$ cat src/design/store_unit_pkg.sv
package store_unit_pkg;
    // Primary opcode field, instruction bits 0..5 (MSB numbering)
    localparam int OPCD_HI = 31;
    localparam int OPCD_LO = 26;
    localparam int SRC_HI = 25;
    localparam int SRC_LO = 21;
    localparam int BASE_HI = 20;
    localparam int BASE_LO = 16;
    localparam int IDX_HI = 15;
    localparam int IDX_LO = 11;
    localparam int XO_HI = 10;
    localparam int XO_LO = 1;
    localparam int DISP_HI = 15;
    localparam int DISP_LO = 0;
    localparam int DISP_W = 16;
    localparam int REG_IDX_W = 5;

    // Primary opcodes
    localparam logic [5:0] OP_EXT = 6'h1F;
    localparam logic [5:0] OP_SINGLE_D = 6'h34;
    localparam logic [5:0] OP_SINGLE_DU = 6'h35;
    localparam logic [5:0] OP_HALF_D = 6'h2C;
    localparam logic [5:0] OP_HALF_DU = 6'h2D;

    // Extended opcodes of the indexed forms
    localparam logic [9:0] XO_DOUBLE_XU = 10'h2F7;
    localparam logic [9:0] XO_DOUBLE_X = 10'h2D7;
    localparam logic [9:0] XO_INTWORD_X = 10'h3D7;
    localparam logic [9:0] XO_SINGLE_XU = 10'h2B7;
    localparam logic [9:0] XO_SINGLE_X = 10'h297;
    localparam logic [9:0] XO_HALF_XU = 10'h1B7;
    localparam logic [9:0] XO_HALF_BR_X = 10'h396;

    // Zero register field selects the literal zero base
    localparam logic [4:0] ZERO_REG = 5'h00;

    // Memory store sizes in bytes
    localparam logic [3:0] SIZE_DOUBLE = 4'h8;
    localparam logic [3:0] SIZE_WORD = 4'h4;
    localparam logic [3:0] SIZE_HALF = 4'h2;

    // Double and single float layout
    localparam int DBL_EXP_W = 11;
    localparam int SGL_EXP_W = 8;
    localparam logic [10:0] DBL_BIAS_DIFF = 11'h380;
    localparam logic [10:0] DBL_SGL_MIN_EXP = 11'h381;
    localparam logic [10:0] DBL_SGL_MAX_EXP = 11'h47E;

    // Kinds of store data formatting
    typedef enum logic [2:0] {
        FMT_NONE,
        FMT_DOUBLE,
        FMT_INT_WORD,
        FMT_SINGLE,
        FMT_HALF,
        FMT_HALF_REV
    } store_fmt_t;
endpackage : store_unit_pkg

$ cat src/design/double_to_single.sv
// Double to single format conversion for float stores
module double_to_single (
    input wire logic [63:0] dbl_i,
    output logic [31:0] sgl_o
);
    logic [10:0] exp;

    assign exp = dbl_i[62:52];

    // Normal range keeps rebiased exponent; else truncated bits, denorm shifted
    always_comb begin
        if (exp > store_unit_pkg::DBL_BIAS_DIFF || exp == '0) begin
            sgl_o = {dbl_i[63:62], dbl_i[58:29]};
        end else begin
            // Tiny values are denormalised; shift right by the deficit
            sgl_o = {dbl_i[63], 8'h00,
                     23'(({1'b1, dbl_i[51:30]}) >> (store_unit_pkg::DBL_SGL_MIN_EXP - exp))};
        end
    end
endmodule : double_to_single

$ cat src/design/fp_and_halfword_store_unit.sv
// Functional notes
// - Decode double indexed stores, with and without update.
// - Double stores write all 64 FPR bits unchanged as eight bytes.
// - Update forms write the effective address back to the base GPR.
// - Update form with base field zero is an invalid form.
// - Indexed non-update address: index plus base, base zero if field zero.
// - Indexed update address: base register plus index register always.
// - Displacement non-update: sign-extended displacement plus base or zero.
// - Displacement update: sign-extended displacement plus base register.
// - Decode optional integer-word float store, enabled by parameter.
// - Integer-word store writes low 32 FPR bits without conversion.
// - Integer-word data undefined after single-precision producers.
// - Undefined condition follows through floating-point register moves.
// - Single stores convert source to single and write four bytes.
// - Decode single displacement stores and plain half displacement store.
// - Decode single indexed stores and half indexed update store.
// - Decode half displacement store with update.
// - Half stores write low 16 bits of the source GPR.
// - Byte-reversed half store swaps bytes into memory order.
module fp_and_halfword_store_unit #(
    parameter bit INT_WORD_EN = 1'b1,
    parameter int ADDR_W = 64
) (
    input wire logic clock_i,
    input wire logic rst_n_i,
    input wire logic clk_en_i,
    // Issue side
    input wire logic issue_valid_i,
    output logic issue_ready_o,
    input wire logic [31:0] instr_i,
    input wire logic [63:0] base_gpr_i,
    input wire logic [63:0] index_gpr_i,
    input wire logic [63:0] source_gpr_i,
    input wire logic [63:0] source_fpr_i,
    input wire logic source_fpr_single_i,
    // Register read port field numbers
    output logic [4:0] base_gpr_field_o,
    output logic [4:0] index_gpr_field_o,
    output logic [4:0] source_gpr_field_o,
    output logic [4:0] source_fpr_field_o,
    // Memory write request
    output logic mem_valid_o,
    input wire logic mem_ready_i,
    output logic [ADDR_W-1:0] effective_address_o,
    output logic [63:0] mem_data_o,
    output logic [3:0] mem_size_o,
    output logic mem_data_undef_o,
    // Base register writeback
    output logic wb_valid_o,
    output logic [4:0] wb_field_o,
    output logic [ADDR_W-1:0] wb_data_o,
    // Decode outcomes
    output logic invalid_form_o,
    output logic not_store_o
);
    typedef enum logic {
        ST_IDLE,
        ST_MEM
    } state_t;

    state_t state_q;
    store_unit_pkg::store_fmt_t fmt;
    logic indexed;
    logic update;
    logic [4:0] base_field;
    logic [ADDR_W-1:0] base_val;
    logic [ADDR_W-1:0] offset;
    logic [ADDR_W-1:0] ea_d;
    logic [63:0] data_d;
    logic [3:0] size_d;
    logic [31:0] single_val;
    logic accept;
    logic invalid;

    // Field extraction from the instruction word
    assign base_field = instr_i[store_unit_pkg::BASE_HI:store_unit_pkg::BASE_LO];
    assign base_gpr_field_o = base_field;
    assign index_gpr_field_o = instr_i[store_unit_pkg::IDX_HI:store_unit_pkg::IDX_LO];
    assign source_gpr_field_o = instr_i[store_unit_pkg::SRC_HI:store_unit_pkg::SRC_LO];
    assign source_fpr_field_o = instr_i[store_unit_pkg::SRC_HI:store_unit_pkg::SRC_LO];

    store_decoder #(
        .INT_WORD_EN(INT_WORD_EN)
    ) u_dec (
        .instr_i(instr_i),
        .fmt_o(fmt),
        .indexed_o(indexed),
        .update_o(update)
    );

    double_to_single u_cvt (
        .dbl_i(source_fpr_i),
        .sgl_o(single_val)
    );

    // Sign extension used by both displacement paths
    function automatic logic [ADDR_W-1:0] sign_extend(input logic [15:0] d);
        sign_extend = {{(ADDR_W - store_unit_pkg::DISP_W){d[15]}}, d};
    endfunction : sign_extend

    // Effective address: update forms always read the base register
    always_comb begin
        if (base_field == store_unit_pkg::ZERO_REG && !update) begin
            base_val = '0;
        end else begin
            base_val = base_gpr_i[ADDR_W-1:0];
        end
        if (indexed) begin
            offset = index_gpr_i[ADDR_W-1:0];
        end else begin
            offset = sign_extend(instr_i[store_unit_pkg::DISP_HI:store_unit_pkg::DISP_LO]);
        end
        ea_d = base_val + offset;
    end

    assign invalid = update && base_field == store_unit_pkg::ZERO_REG;

    // Accepted word that raises a request; displacement for the checks below
    logic take;
    logic [15:0] disp;
    assign take = accept && fmt != store_unit_pkg::FMT_NONE && !invalid;
    assign disp = instr_i[store_unit_pkg::DISP_HI:store_unit_pkg::DISP_LO];

    // Data formatting, right-justified into the low bits of the 64-bit bus by size
    always_comb begin
        data_d = '0;
        size_d = '0;
        unique case (fmt)
            store_unit_pkg::FMT_NONE: begin
                data_d = '0;
            end
            store_unit_pkg::FMT_DOUBLE: begin
                data_d = source_fpr_i;
                size_d = store_unit_pkg::SIZE_DOUBLE;
            end
            store_unit_pkg::FMT_INT_WORD: begin
                data_d = {32'h0000_0000, source_fpr_i[31:0]};
                size_d = store_unit_pkg::SIZE_WORD;
            end
            store_unit_pkg::FMT_SINGLE: begin
                data_d = {32'h0000_0000, single_val};
                size_d = store_unit_pkg::SIZE_WORD;
            end
            store_unit_pkg::FMT_HALF: begin
                data_d = {48'h0000_0000_0000, source_gpr_i[15:0]};
                size_d = store_unit_pkg::SIZE_HALF;
            end
            // Source bits 15:8 to memory bits 0-7, lowest byte to bits 8-15
            store_unit_pkg::FMT_HALF_REV: begin
                data_d = {48'h0000_0000_0000, source_gpr_i[7:0], source_gpr_i[15:8]};
                size_d = store_unit_pkg::SIZE_HALF;
            end
        endcase
    end

    // One instruction in flight; ready only while idle
    assign issue_ready_o = state_q == ST_IDLE;
    assign accept = clk_en_i && issue_valid_i && issue_ready_o;

    // Sequencing: hold the request until memory accepts it
    always_ff @(posedge clock_i) begin
        if (!rst_n_i) begin
            state_q <= ST_IDLE;
        end else if (clk_en_i) begin
            unique case (state_q)
                ST_IDLE: begin
                    if (accept && fmt != store_unit_pkg::FMT_NONE && !invalid) begin
                        state_q <= ST_MEM;
                    end
                end
                ST_MEM: begin
                    if (mem_ready_i) begin
                        state_q <= ST_IDLE;
                    end
                end
            endcase
        end
    end

    // Request payload captured at accept
    always_ff @(posedge clock_i) begin
        if (!rst_n_i) begin
            effective_address_o <= '0;
            mem_data_o <= '0;
            mem_size_o <= '0;
            mem_data_undef_o <= 1'b0;
            wb_field_o <= '0;
            wb_data_o <= '0;
        end else if (accept) begin
            effective_address_o <= ea_d;
            mem_data_o <= data_d;
            mem_size_o <= size_d;
            mem_data_undef_o <= fmt == store_unit_pkg::FMT_INT_WORD && source_fpr_single_i;
            wb_field_o <= base_field;
            wb_data_o <= ea_d;
        end
    end

    // Update flag rides with the memory request
    logic upd_q;
    always_ff @(posedge clock_i) begin
        if (!rst_n_i) begin
            upd_q <= 1'b0;
        end else if (accept) begin
            upd_q <= update;
        end
    end

    // Decode outcome pulses, one cycle after issue
    always_ff @(posedge clock_i) begin
        if (!rst_n_i) begin
            invalid_form_o <= 1'b0;
            not_store_o <= 1'b0;
        end else if (clk_en_i) begin
            invalid_form_o <= accept && fmt != store_unit_pkg::FMT_NONE && invalid;
            not_store_o <= accept && fmt == store_unit_pkg::FMT_NONE;
        end
    end

    assign mem_valid_o = state_q == ST_MEM;
    assign wb_valid_o = mem_valid_o && mem_ready_i && clk_en_i && upd_q;

    wb_with_mem_a: assert property (@(posedge clock_i) disable iff (!rst_n_i)
        wb_valid_o |-> mem_valid_o && mem_ready_i) else $error("writeback without store");

    wb_addr_match_a: assert property (@(posedge clock_i) disable iff (!rst_n_i)
        wb_valid_o |-> wb_data_o == effective_address_o) else $error("writeback address wrong");

    invalid_no_store_a: assert property (@(posedge clock_i) disable iff (!rst_n_i)
        invalid_form_o |-> !mem_valid_o) else $error("invalid form issued store");

    zero_base_flag_a: assert property (@(posedge clock_i) disable iff (!rst_n_i)
        accept && update && fmt != store_unit_pkg::FMT_NONE && base_field == '0
        |=> invalid_form_o) else $error("invalid form missed");

    double_size_a: assert property (@(posedge clock_i) disable iff (!rst_n_i)
        accept && fmt == store_unit_pkg::FMT_DOUBLE && !invalid
        |=> mem_valid_o && mem_size_o == store_unit_pkg::SIZE_DOUBLE
            && mem_data_o == $past(source_fpr_i)) else $error("double store data wrong");

    half_data_a: assert property (@(posedge clock_i) disable iff (!rst_n_i)
        accept && fmt == store_unit_pkg::FMT_HALF && !invalid
        |=> mem_data_o[15:0] == $past(source_gpr_i[15:0])
            && mem_size_o == store_unit_pkg::SIZE_HALF) else $error("half store data wrong");

    half_rev_a: assert property (@(posedge clock_i) disable iff (!rst_n_i)
        accept && fmt == store_unit_pkg::FMT_HALF_REV
        |=> mem_data_o[15:8] == $past(source_gpr_i[7:0])) else $error("byte reversal wrong");

    zero_base_ea_a: assert property (@(posedge clock_i) disable iff (!rst_n_i)
        accept && indexed && !update && base_field == '0 && fmt != store_unit_pkg::FMT_NONE
        |=> effective_address_o == $past(index_gpr_i[ADDR_W-1:0])) else $error("zero base ea wrong");

    int_word_a: assert property (@(posedge clock_i) disable iff (!rst_n_i)
        accept && fmt == store_unit_pkg::FMT_INT_WORD
        |=> mem_data_o[31:0] == $past(source_fpr_i[31:0])
            && mem_size_o == store_unit_pkg::SIZE_WORD) else $error("integer word data wrong");

    req_hold_a: assert property (@(posedge clock_i) disable iff (!rst_n_i)
        mem_valid_o && !mem_ready_i |=> mem_valid_o && $stable(effective_address_o))
        else $error("request dropped");

    idx_base_ea_a: assert property (@(posedge clock_i) disable iff (!rst_n_i)
        take && indexed && !update && base_field != '0 |=> effective_address_o ==
        $past(base_gpr_i[ADDR_W-1:0] + index_gpr_i[ADDR_W-1:0])) else $error("idx ea wrong");

    idx_upd_ea_a: assert property (@(posedge clock_i) disable iff (!rst_n_i)
        take && indexed && update |=> effective_address_o ==
        $past(base_gpr_i[ADDR_W-1:0] + index_gpr_i[ADDR_W-1:0])) else $error("idx upd ea wrong");

    disp_base_ea_a: assert property (@(posedge clock_i) disable iff (!rst_n_i)
        take && !indexed && !update && base_field != '0 |=> effective_address_o ==
        $past(base_gpr_i[ADDR_W-1:0] + ADDR_W'($signed(disp)))) else $error("disp ea wrong");

    disp_zero_ea_a: assert property (@(posedge clock_i) disable iff (!rst_n_i)
        take && !indexed && !update && base_field == '0 |=> effective_address_o ==
        $past(ADDR_W'($signed(disp)))) else $error("zero disp ea wrong");

    disp_upd_ea_a: assert property (@(posedge clock_i) disable iff (!rst_n_i)
        take && !indexed && update |=> effective_address_o ==
        $past(base_gpr_i[ADDR_W-1:0] + ADDR_W'($signed(disp)))) else $error("disp upd ea wrong");

    single_data_a: assert property (@(posedge clock_i) disable iff (!rst_n_i)
        take && fmt == store_unit_pkg::FMT_SINGLE |=> mem_size_o == store_unit_pkg::SIZE_WORD
            && mem_data_o[63:31] == {32'h0000_0000, $past(source_fpr_i[63])})
        else $error("single store wrong");

    undef_flag_a: assert property (@(posedge clock_i) disable iff (!rst_n_i)
        take |=> mem_data_undef_o == ($past(fmt == store_unit_pkg::FMT_INT_WORD)
            && $past(source_fpr_single_i))) else $error("undefined flag wrong");

    wb_field_a: assert property (@(posedge clock_i) disable iff (!rst_n_i)
        take && update |=> wb_field_o == $past(base_field) && wb_field_o != '0)
        else $error("writeback field wrong");

    idle_quiet_a: assert property (@(posedge clock_i) disable iff (!rst_n_i)
        issue_ready_o |-> !mem_valid_o && !wb_valid_o) else $error("idle unit wrote");

    not_store_a: assert property (@(posedge clock_i) disable iff (!rst_n_i)
        accept && fmt == store_unit_pkg::FMT_NONE |=> not_store_o && !mem_valid_o)
        else $error("unknown word not refused");

    done_ready_a: assert property (@(posedge clock_i) disable iff (!rst_n_i)
        mem_valid_o && mem_ready_i && clk_en_i |=> issue_ready_o && !mem_valid_o)
        else $error("request not retired");

    rev_low_a: assert property (@(posedge clock_i) disable iff (!rst_n_i)
        take && fmt == store_unit_pkg::FMT_HALF_REV |=> mem_data_o[7:0] ==
        $past(source_gpr_i[15:8]) && mem_size_o == store_unit_pkg::SIZE_HALF)
        else $error("reversed low byte wrong");
endmodule : fp_and_halfword_store_unit

$ cat src/design/store_decoder.sv
// Pure decode of one instruction word into store attributes
module store_decoder #(
    parameter bit INT_WORD_EN = 1'b1
) (
    input wire logic [31:0] instr_i,
    output store_unit_pkg::store_fmt_t fmt_o,
    output logic indexed_o,
    output logic update_o
);
    logic [5:0] opcd;
    logic [9:0] xo;

    assign opcd = instr_i[store_unit_pkg::OPCD_HI:store_unit_pkg::OPCD_LO];
    assign xo = instr_i[store_unit_pkg::XO_HI:store_unit_pkg::XO_LO];

    // Table decode; anything unknown yields no store
    always_comb begin
        fmt_o = store_unit_pkg::FMT_NONE;
        indexed_o = 1'b0;
        update_o = 1'b0;
        if (opcd == store_unit_pkg::OP_SINGLE_D) begin
            fmt_o = store_unit_pkg::FMT_SINGLE;
        end else if (opcd == store_unit_pkg::OP_SINGLE_DU) begin
            fmt_o = store_unit_pkg::FMT_SINGLE;
            update_o = 1'b1;
        end else if (opcd == store_unit_pkg::OP_HALF_D) begin
            fmt_o = store_unit_pkg::FMT_HALF;
        end else if (opcd == store_unit_pkg::OP_HALF_DU) begin
            fmt_o = store_unit_pkg::FMT_HALF;
            update_o = 1'b1;
        end else if (opcd == store_unit_pkg::OP_EXT && !instr_i[0]) begin
            indexed_o = 1'b1;
            if (xo == store_unit_pkg::XO_DOUBLE_XU) begin
                fmt_o = store_unit_pkg::FMT_DOUBLE;
                update_o = 1'b1;
            end else if (xo == store_unit_pkg::XO_DOUBLE_X) begin
                fmt_o = store_unit_pkg::FMT_DOUBLE;
            end else if (xo == store_unit_pkg::XO_INTWORD_X && INT_WORD_EN) begin
                fmt_o = store_unit_pkg::FMT_INT_WORD;
            end else if (xo == store_unit_pkg::XO_SINGLE_XU) begin
                fmt_o = store_unit_pkg::FMT_SINGLE;
                update_o = 1'b1;
            end else if (xo == store_unit_pkg::XO_SINGLE_X) begin
                fmt_o = store_unit_pkg::FMT_SINGLE;
            end else if (xo == store_unit_pkg::XO_HALF_XU) begin
                fmt_o = store_unit_pkg::FMT_HALF;
                update_o = 1'b1;
            end else if (xo == store_unit_pkg::XO_HALF_BR_X) begin
                fmt_o = store_unit_pkg::FMT_HALF_REV;
            end else begin
                indexed_o = 1'b0;
            end
        end
    end
endmodule : store_decoder

$ cat config.mk
export PLATFORM = sky130hd
export DESIGN_NAME = fp_and_halfword_store_unit
export DESIGN_NICKNAME = d
export VERILOG_FILES = /design/src/design/store_unit_pkg.sv /design/src/design/double_to_single.sv /design/src/design/fp_and_halfword_store_unit.sv /design/src/design/store_decoder.sv
export SDC_FILE = /design/constraint.sdc
export NUM_CORES = 1
export LEC_CHECK = 0
export BUFFER_PORTS_ARGS = -buffer_cell sky130_fd_sc_hd__clkbuf_2
export CORE_AREA = 2 2 204 206
export CTS_BUF_LIST = sky130_fd_sc_hd__clkbuf_4 sky130_fd_sc_hd__clkbuf_8 sky130_fd_sc_hd__clkbuf_16
export DETAILED_ROUTE_END_ITERATION = 7
export DIE_AREA = 0 0 206 208
export GPL_TIMING_DRIVEN = 0
export PLACE_DENSITY = 0.54
export SLEW_MARGIN = 15
export SYNTH_ARGS = -nofsm -noshare
export SYNTH_HDL_FRONTEND = slang
export SYNTH_HIERARCHICAL = 1
export SYNTH_SLANG_ARGS = --single-unit
$ cat constraint.sdc
create_clock -name clock_i -period 6.5 [get_ports clock_i]
set_input_delay 0.975 -clock clock_i [delete_from_list [all_inputs] [get_ports clock_i]]
set_output_delay 0.975 -clock clock_i [all_outputs]
set_load 0.05 [all_outputs]
==> flow_summary_export.csv <==
group,metric,value,unit
logic_synthesis,ys_ff_latch,141,
grt,antenna_found_initial,6,
sta,setup_tns,0,ns
sta,relSlewSlack,21.5,%
place,gp_routability_congestion,0.939,
finish,drive_gt1_share,31.8,%
finish,multi_input_area,9410,µm²
floorplanning,core-area,40600,µm²
sta,drv_slew,0,
sta,tightest_slew,1.17,ns
cts,cts-hold-fix-buffers,0,
cts,numCtsBuffers,17,
critical_path,max_stage_delay,0.60,ns
detailed_routing,wl_per_cell,21.6,µm
status,status,"completed",
critical_path,r2r_setup_slack,3.59,ns
place,dpl.hpwl,49700,µm
critical_path,cp_max_fo,10,
logic_synthesis,ys.flop_type,"dfxtp_1",
power_and_ir_drop,switchingPower,1.34,mW
cts,cts_tree,"built",
critical_path,cp_top_family,"compound AO/OA/AOI/OAI gates",
sta,setup_viol,0,
logic_synthesis,yosysWarnings,6,
floorplanning,die_h,208,µm
logic_synthesis,netlist_instances,1745,
power_and_ir_drop,sw_frac_of_total,41.8,%
detailed_routing,wl,59900,µm
power_and_ir_drop,total_power,3.21,mW
grt,grt_usage,27.1,%
grt,grt.overflow.total,0,
critical_path,worstPathCellList,"clkbuf_2 -> nand4b_4 -> or3_4 -> a21oi_1 -> clkbuf_2 -> clkbuf_2 -> mux2_2 -> ha_1 -> and3_1 -> nand3_1 -> a21oi_1 -> o211ai_1 -> a2111o_1 -> a21oi_1 -> o211ai_1 -> a21o_1 -> a32o_1",
finish,final_cell_mix,"clkbuf_2 (469), nand2_1 (256), nor2b_1 (142), dfxtp_1 (141), buf_4 (93)",
power_and_ir_drop,p_seq_share,29.2,%
logic_synthesis,yosysUniqueCellTypes,86,
detailed_routing,ant_nets,0,
critical_path,required,6.84,ns
critical_path,start_kind,"input pin",
power_and_ir_drop,p_leak,7.70,nW
logic_synthesis,synthesis.area,13500,µm²
finish,fin_nets,2590,
logic_synthesis,async_flop_share,0,%
cts,cts_setup_buffers,0,
cts,path_clk_slew,0.06,ns
detailed_routing,first_pass_iters,5,
logic_synthesis,ys_seq_area_share,20.9,%
detailed_routing,avgViaCountPerCell,5.43,
grt,grt_pass1_vias,14600,
floorplanning,num_rows,74,
sta,hold_viol,0,
power_and_ir_drop,combPwrFrac,40.6,%
logic_synthesis,syn_area_per_cell,7.74,µm²
detailed_routing,drc,0,
cts,clock_latency,0.46,ns
floorplanning,io_pins,521,
power_and_ir_drop,clkPwrFrac,30.2,%
power_and_ir_drop,power_density,188,nW/µm²
finish,final_common_cell,"clkbuf_2",
finish,syn_to_final_growth,26.5,%
cts,clockRootBuffer,"clkbuf_16",
critical_path,path_buf_inv,3,
logic_synthesis,synth_edf_count,0,
power_and_ir_drop,ir_drop,0.000185,V
detailed_routing,dr.first_iter.drc_count,1000,
floorplanning,start_util,33.3,%
place,dp_slack,-0.601,ns
sta,rsz0062_at_grt,"no",
sta,fin_crit,6.08,ns
cts,clock-sinks,141,
sta,fmax,0.164,GHz
worst_hold_path,hold_path_class,"reg2reg",
place,port_buffers,465,
cts,clk_path_buf_depth,2,
critical_path,slowest_stage,"a21oi_1",
critical_path,critPathCaptureType,"flip-flop",
floorplanning,die_x,206,µm
logic_synthesis,syn-num-nets,2104,
power_and_ir_drop,p_int,1.87,mW
critical_path,critical_path_class,"in2reg",
critical_path,cp.arrival,6.43,ns
finish,fillers,4354,
sta,setup_slack,0.417,ns
flow_run,max-cap-violations,0,
cts,htreeDepth,4,
floorplanning,die_area,42800,µm²
grt,grt_max_degree,17,
sta,clock_skew,0.0118,ns
sta,fin_crit_sh,93.6,%
finish,ff_latch_area,2820,µm²
detailed_routing,num_vias,15100,
grt,grt_pass1_wl,88000,µm
==> layer usage <==
layer / global-route usage [%] / vias up / share of wire [%]
li1: - / 7202 / -
met1: 34.2 / 7179 / 42
met2: 44.5 / 603 / 46
met3: 6.33 / 106 / 7.5
met4: 10.2 / 4 / 3.5
met5: 0 / - / 0.043
==> synth_stat cells (10+ instances only) <==
master	number	area, µm²
a211oi_1	16	120
a21boi_0	20	150
a21o_1	46	345
a21oi_1	83	415
a22o_1	23	201
a22oi_1	80	601
a31oi_1	12	75.1
a32o_1	10	100
and2_1	39	244
buf_2	19	95.1
buf_4	93	698
clkbuf_1	92	345
dfxtp_1	141	2820
ha_1	64	801
inv_1	23	86.3
mux2_2	51	574
mux2i_1	35	350
mux4_2	21	473
nand2_1	256	961
nand2b_1	13	81.3
nand3_1	27	135
nand4_1	23	144
nor2_1	64	240
nor2b_1	142	888
nor3_1	16	80.1
o211ai_1	15	113
o21ai_0	92	460
o21bai_1	14	105
o22ai_1	20	125
xnor2_1	33	289
xor2_1	20	175
==> repair_timing <==
action | 4_1_cts | 5_1_grt
endpoints found under the setup margin | 3 | 3
pin swaps | 0 | 0
gates resized for setup | 1 | 2
cloned | 0 | 0
==> worst register-to-register path, stage by stage (launching register included) <==
cell      delay [ns]
dfxtp_1         0.39
inv_1           0.11
nand3_1         0.40
clkbuf_1        0.82
clkbuf_1        0.76
a22oi_1         0.21
nor2b_1         0.14
==> cell families after synthesis <==
kind of cell | Yosys count | share of synthesized area, %
adder cells (fa/ha/maj) | 65 | 6.08
flip-flops | 141 | 20.9
other | 1 | 0.0278
buffers and inverters | 237 | 9.48
AO/OA/AOI/OAI | 487 | 24.7
XOR/XNOR | 53 | 3.44
AND/OR/NAND/NOR | 654 | 25.0
multiplexers | 107 | 10.4
==> layout make-up <==
type | instances | share of cell area [%]
clock inverter | 13 | 0.623
sequential | 141 | 16.5
timing repair buffer | 467 | 13.7
multi-input combinational | 1367 | 55.1
buffer | 212 | 6.96
inverter | 25 | 0.549
antenna | 2 | 0.0293
tap | 532 | 3.90
clock buffer | 19 | 2.61
==> state kept, by name (all words and copies together), names as in the netlist <==
name and count:
invalid_form_o 1, mem_data_o 64, mem_data_undef_o 1, mem_size_o 3, mem_valid_o 1, not_store_o 1, upd_q 1, wb_data_o 64
wb_field_o 5
==> final timing paths <==
kind | end | depth (start not counted) | startpoint
setup / recovery | wb_data_o[60] | 17 | instr_i[27]
hold reg to reg | wb_field_o[4] | 2 | wb_field_o[4]
setup reg to reg | mem_data_o[21] | 6 | mem_valid_o
hold / removal | wb_field_o[4] | 2 | wb_field_o[4]
==> per-stage QoR <==
| stage | utilization [%] | hold slack, ns | cell area, µm² | instances |
|---|---|---|---|---|
| floorplan | - | 0.444 | 13500 | 1745 |
| CTS | 42.1 | 0.469 | 17100 | 2776 |
| detailed placement | 40.7 | 0.460 | 16500 | 2744 |
| finish | 42.1 | 0.467 | 17100 | 2778 |
| global placement | 40.7 | 0.452 | 16500 | 2742 |
| global route | 42.1 | 0.486 | 17100 | 2777 |
==> power groups by stage <==
stage | registers (mW) | clock network, mW | logic, mW
2_1_floorplan | 1.07 | 0 | 0.786
3_3_place_gp | 0.958 | 0 | 1.29
3_5_place_dp | 0.959 | 0 | 1.29
4_1_cts | 0.940 | 0.986 | 1.29
5_1_grt | 0.942 | 1.03 | 1.40
6_report | 0.939 | 0.969 | 1.30
Note: power is estimated with default switching activity, not from simulation.
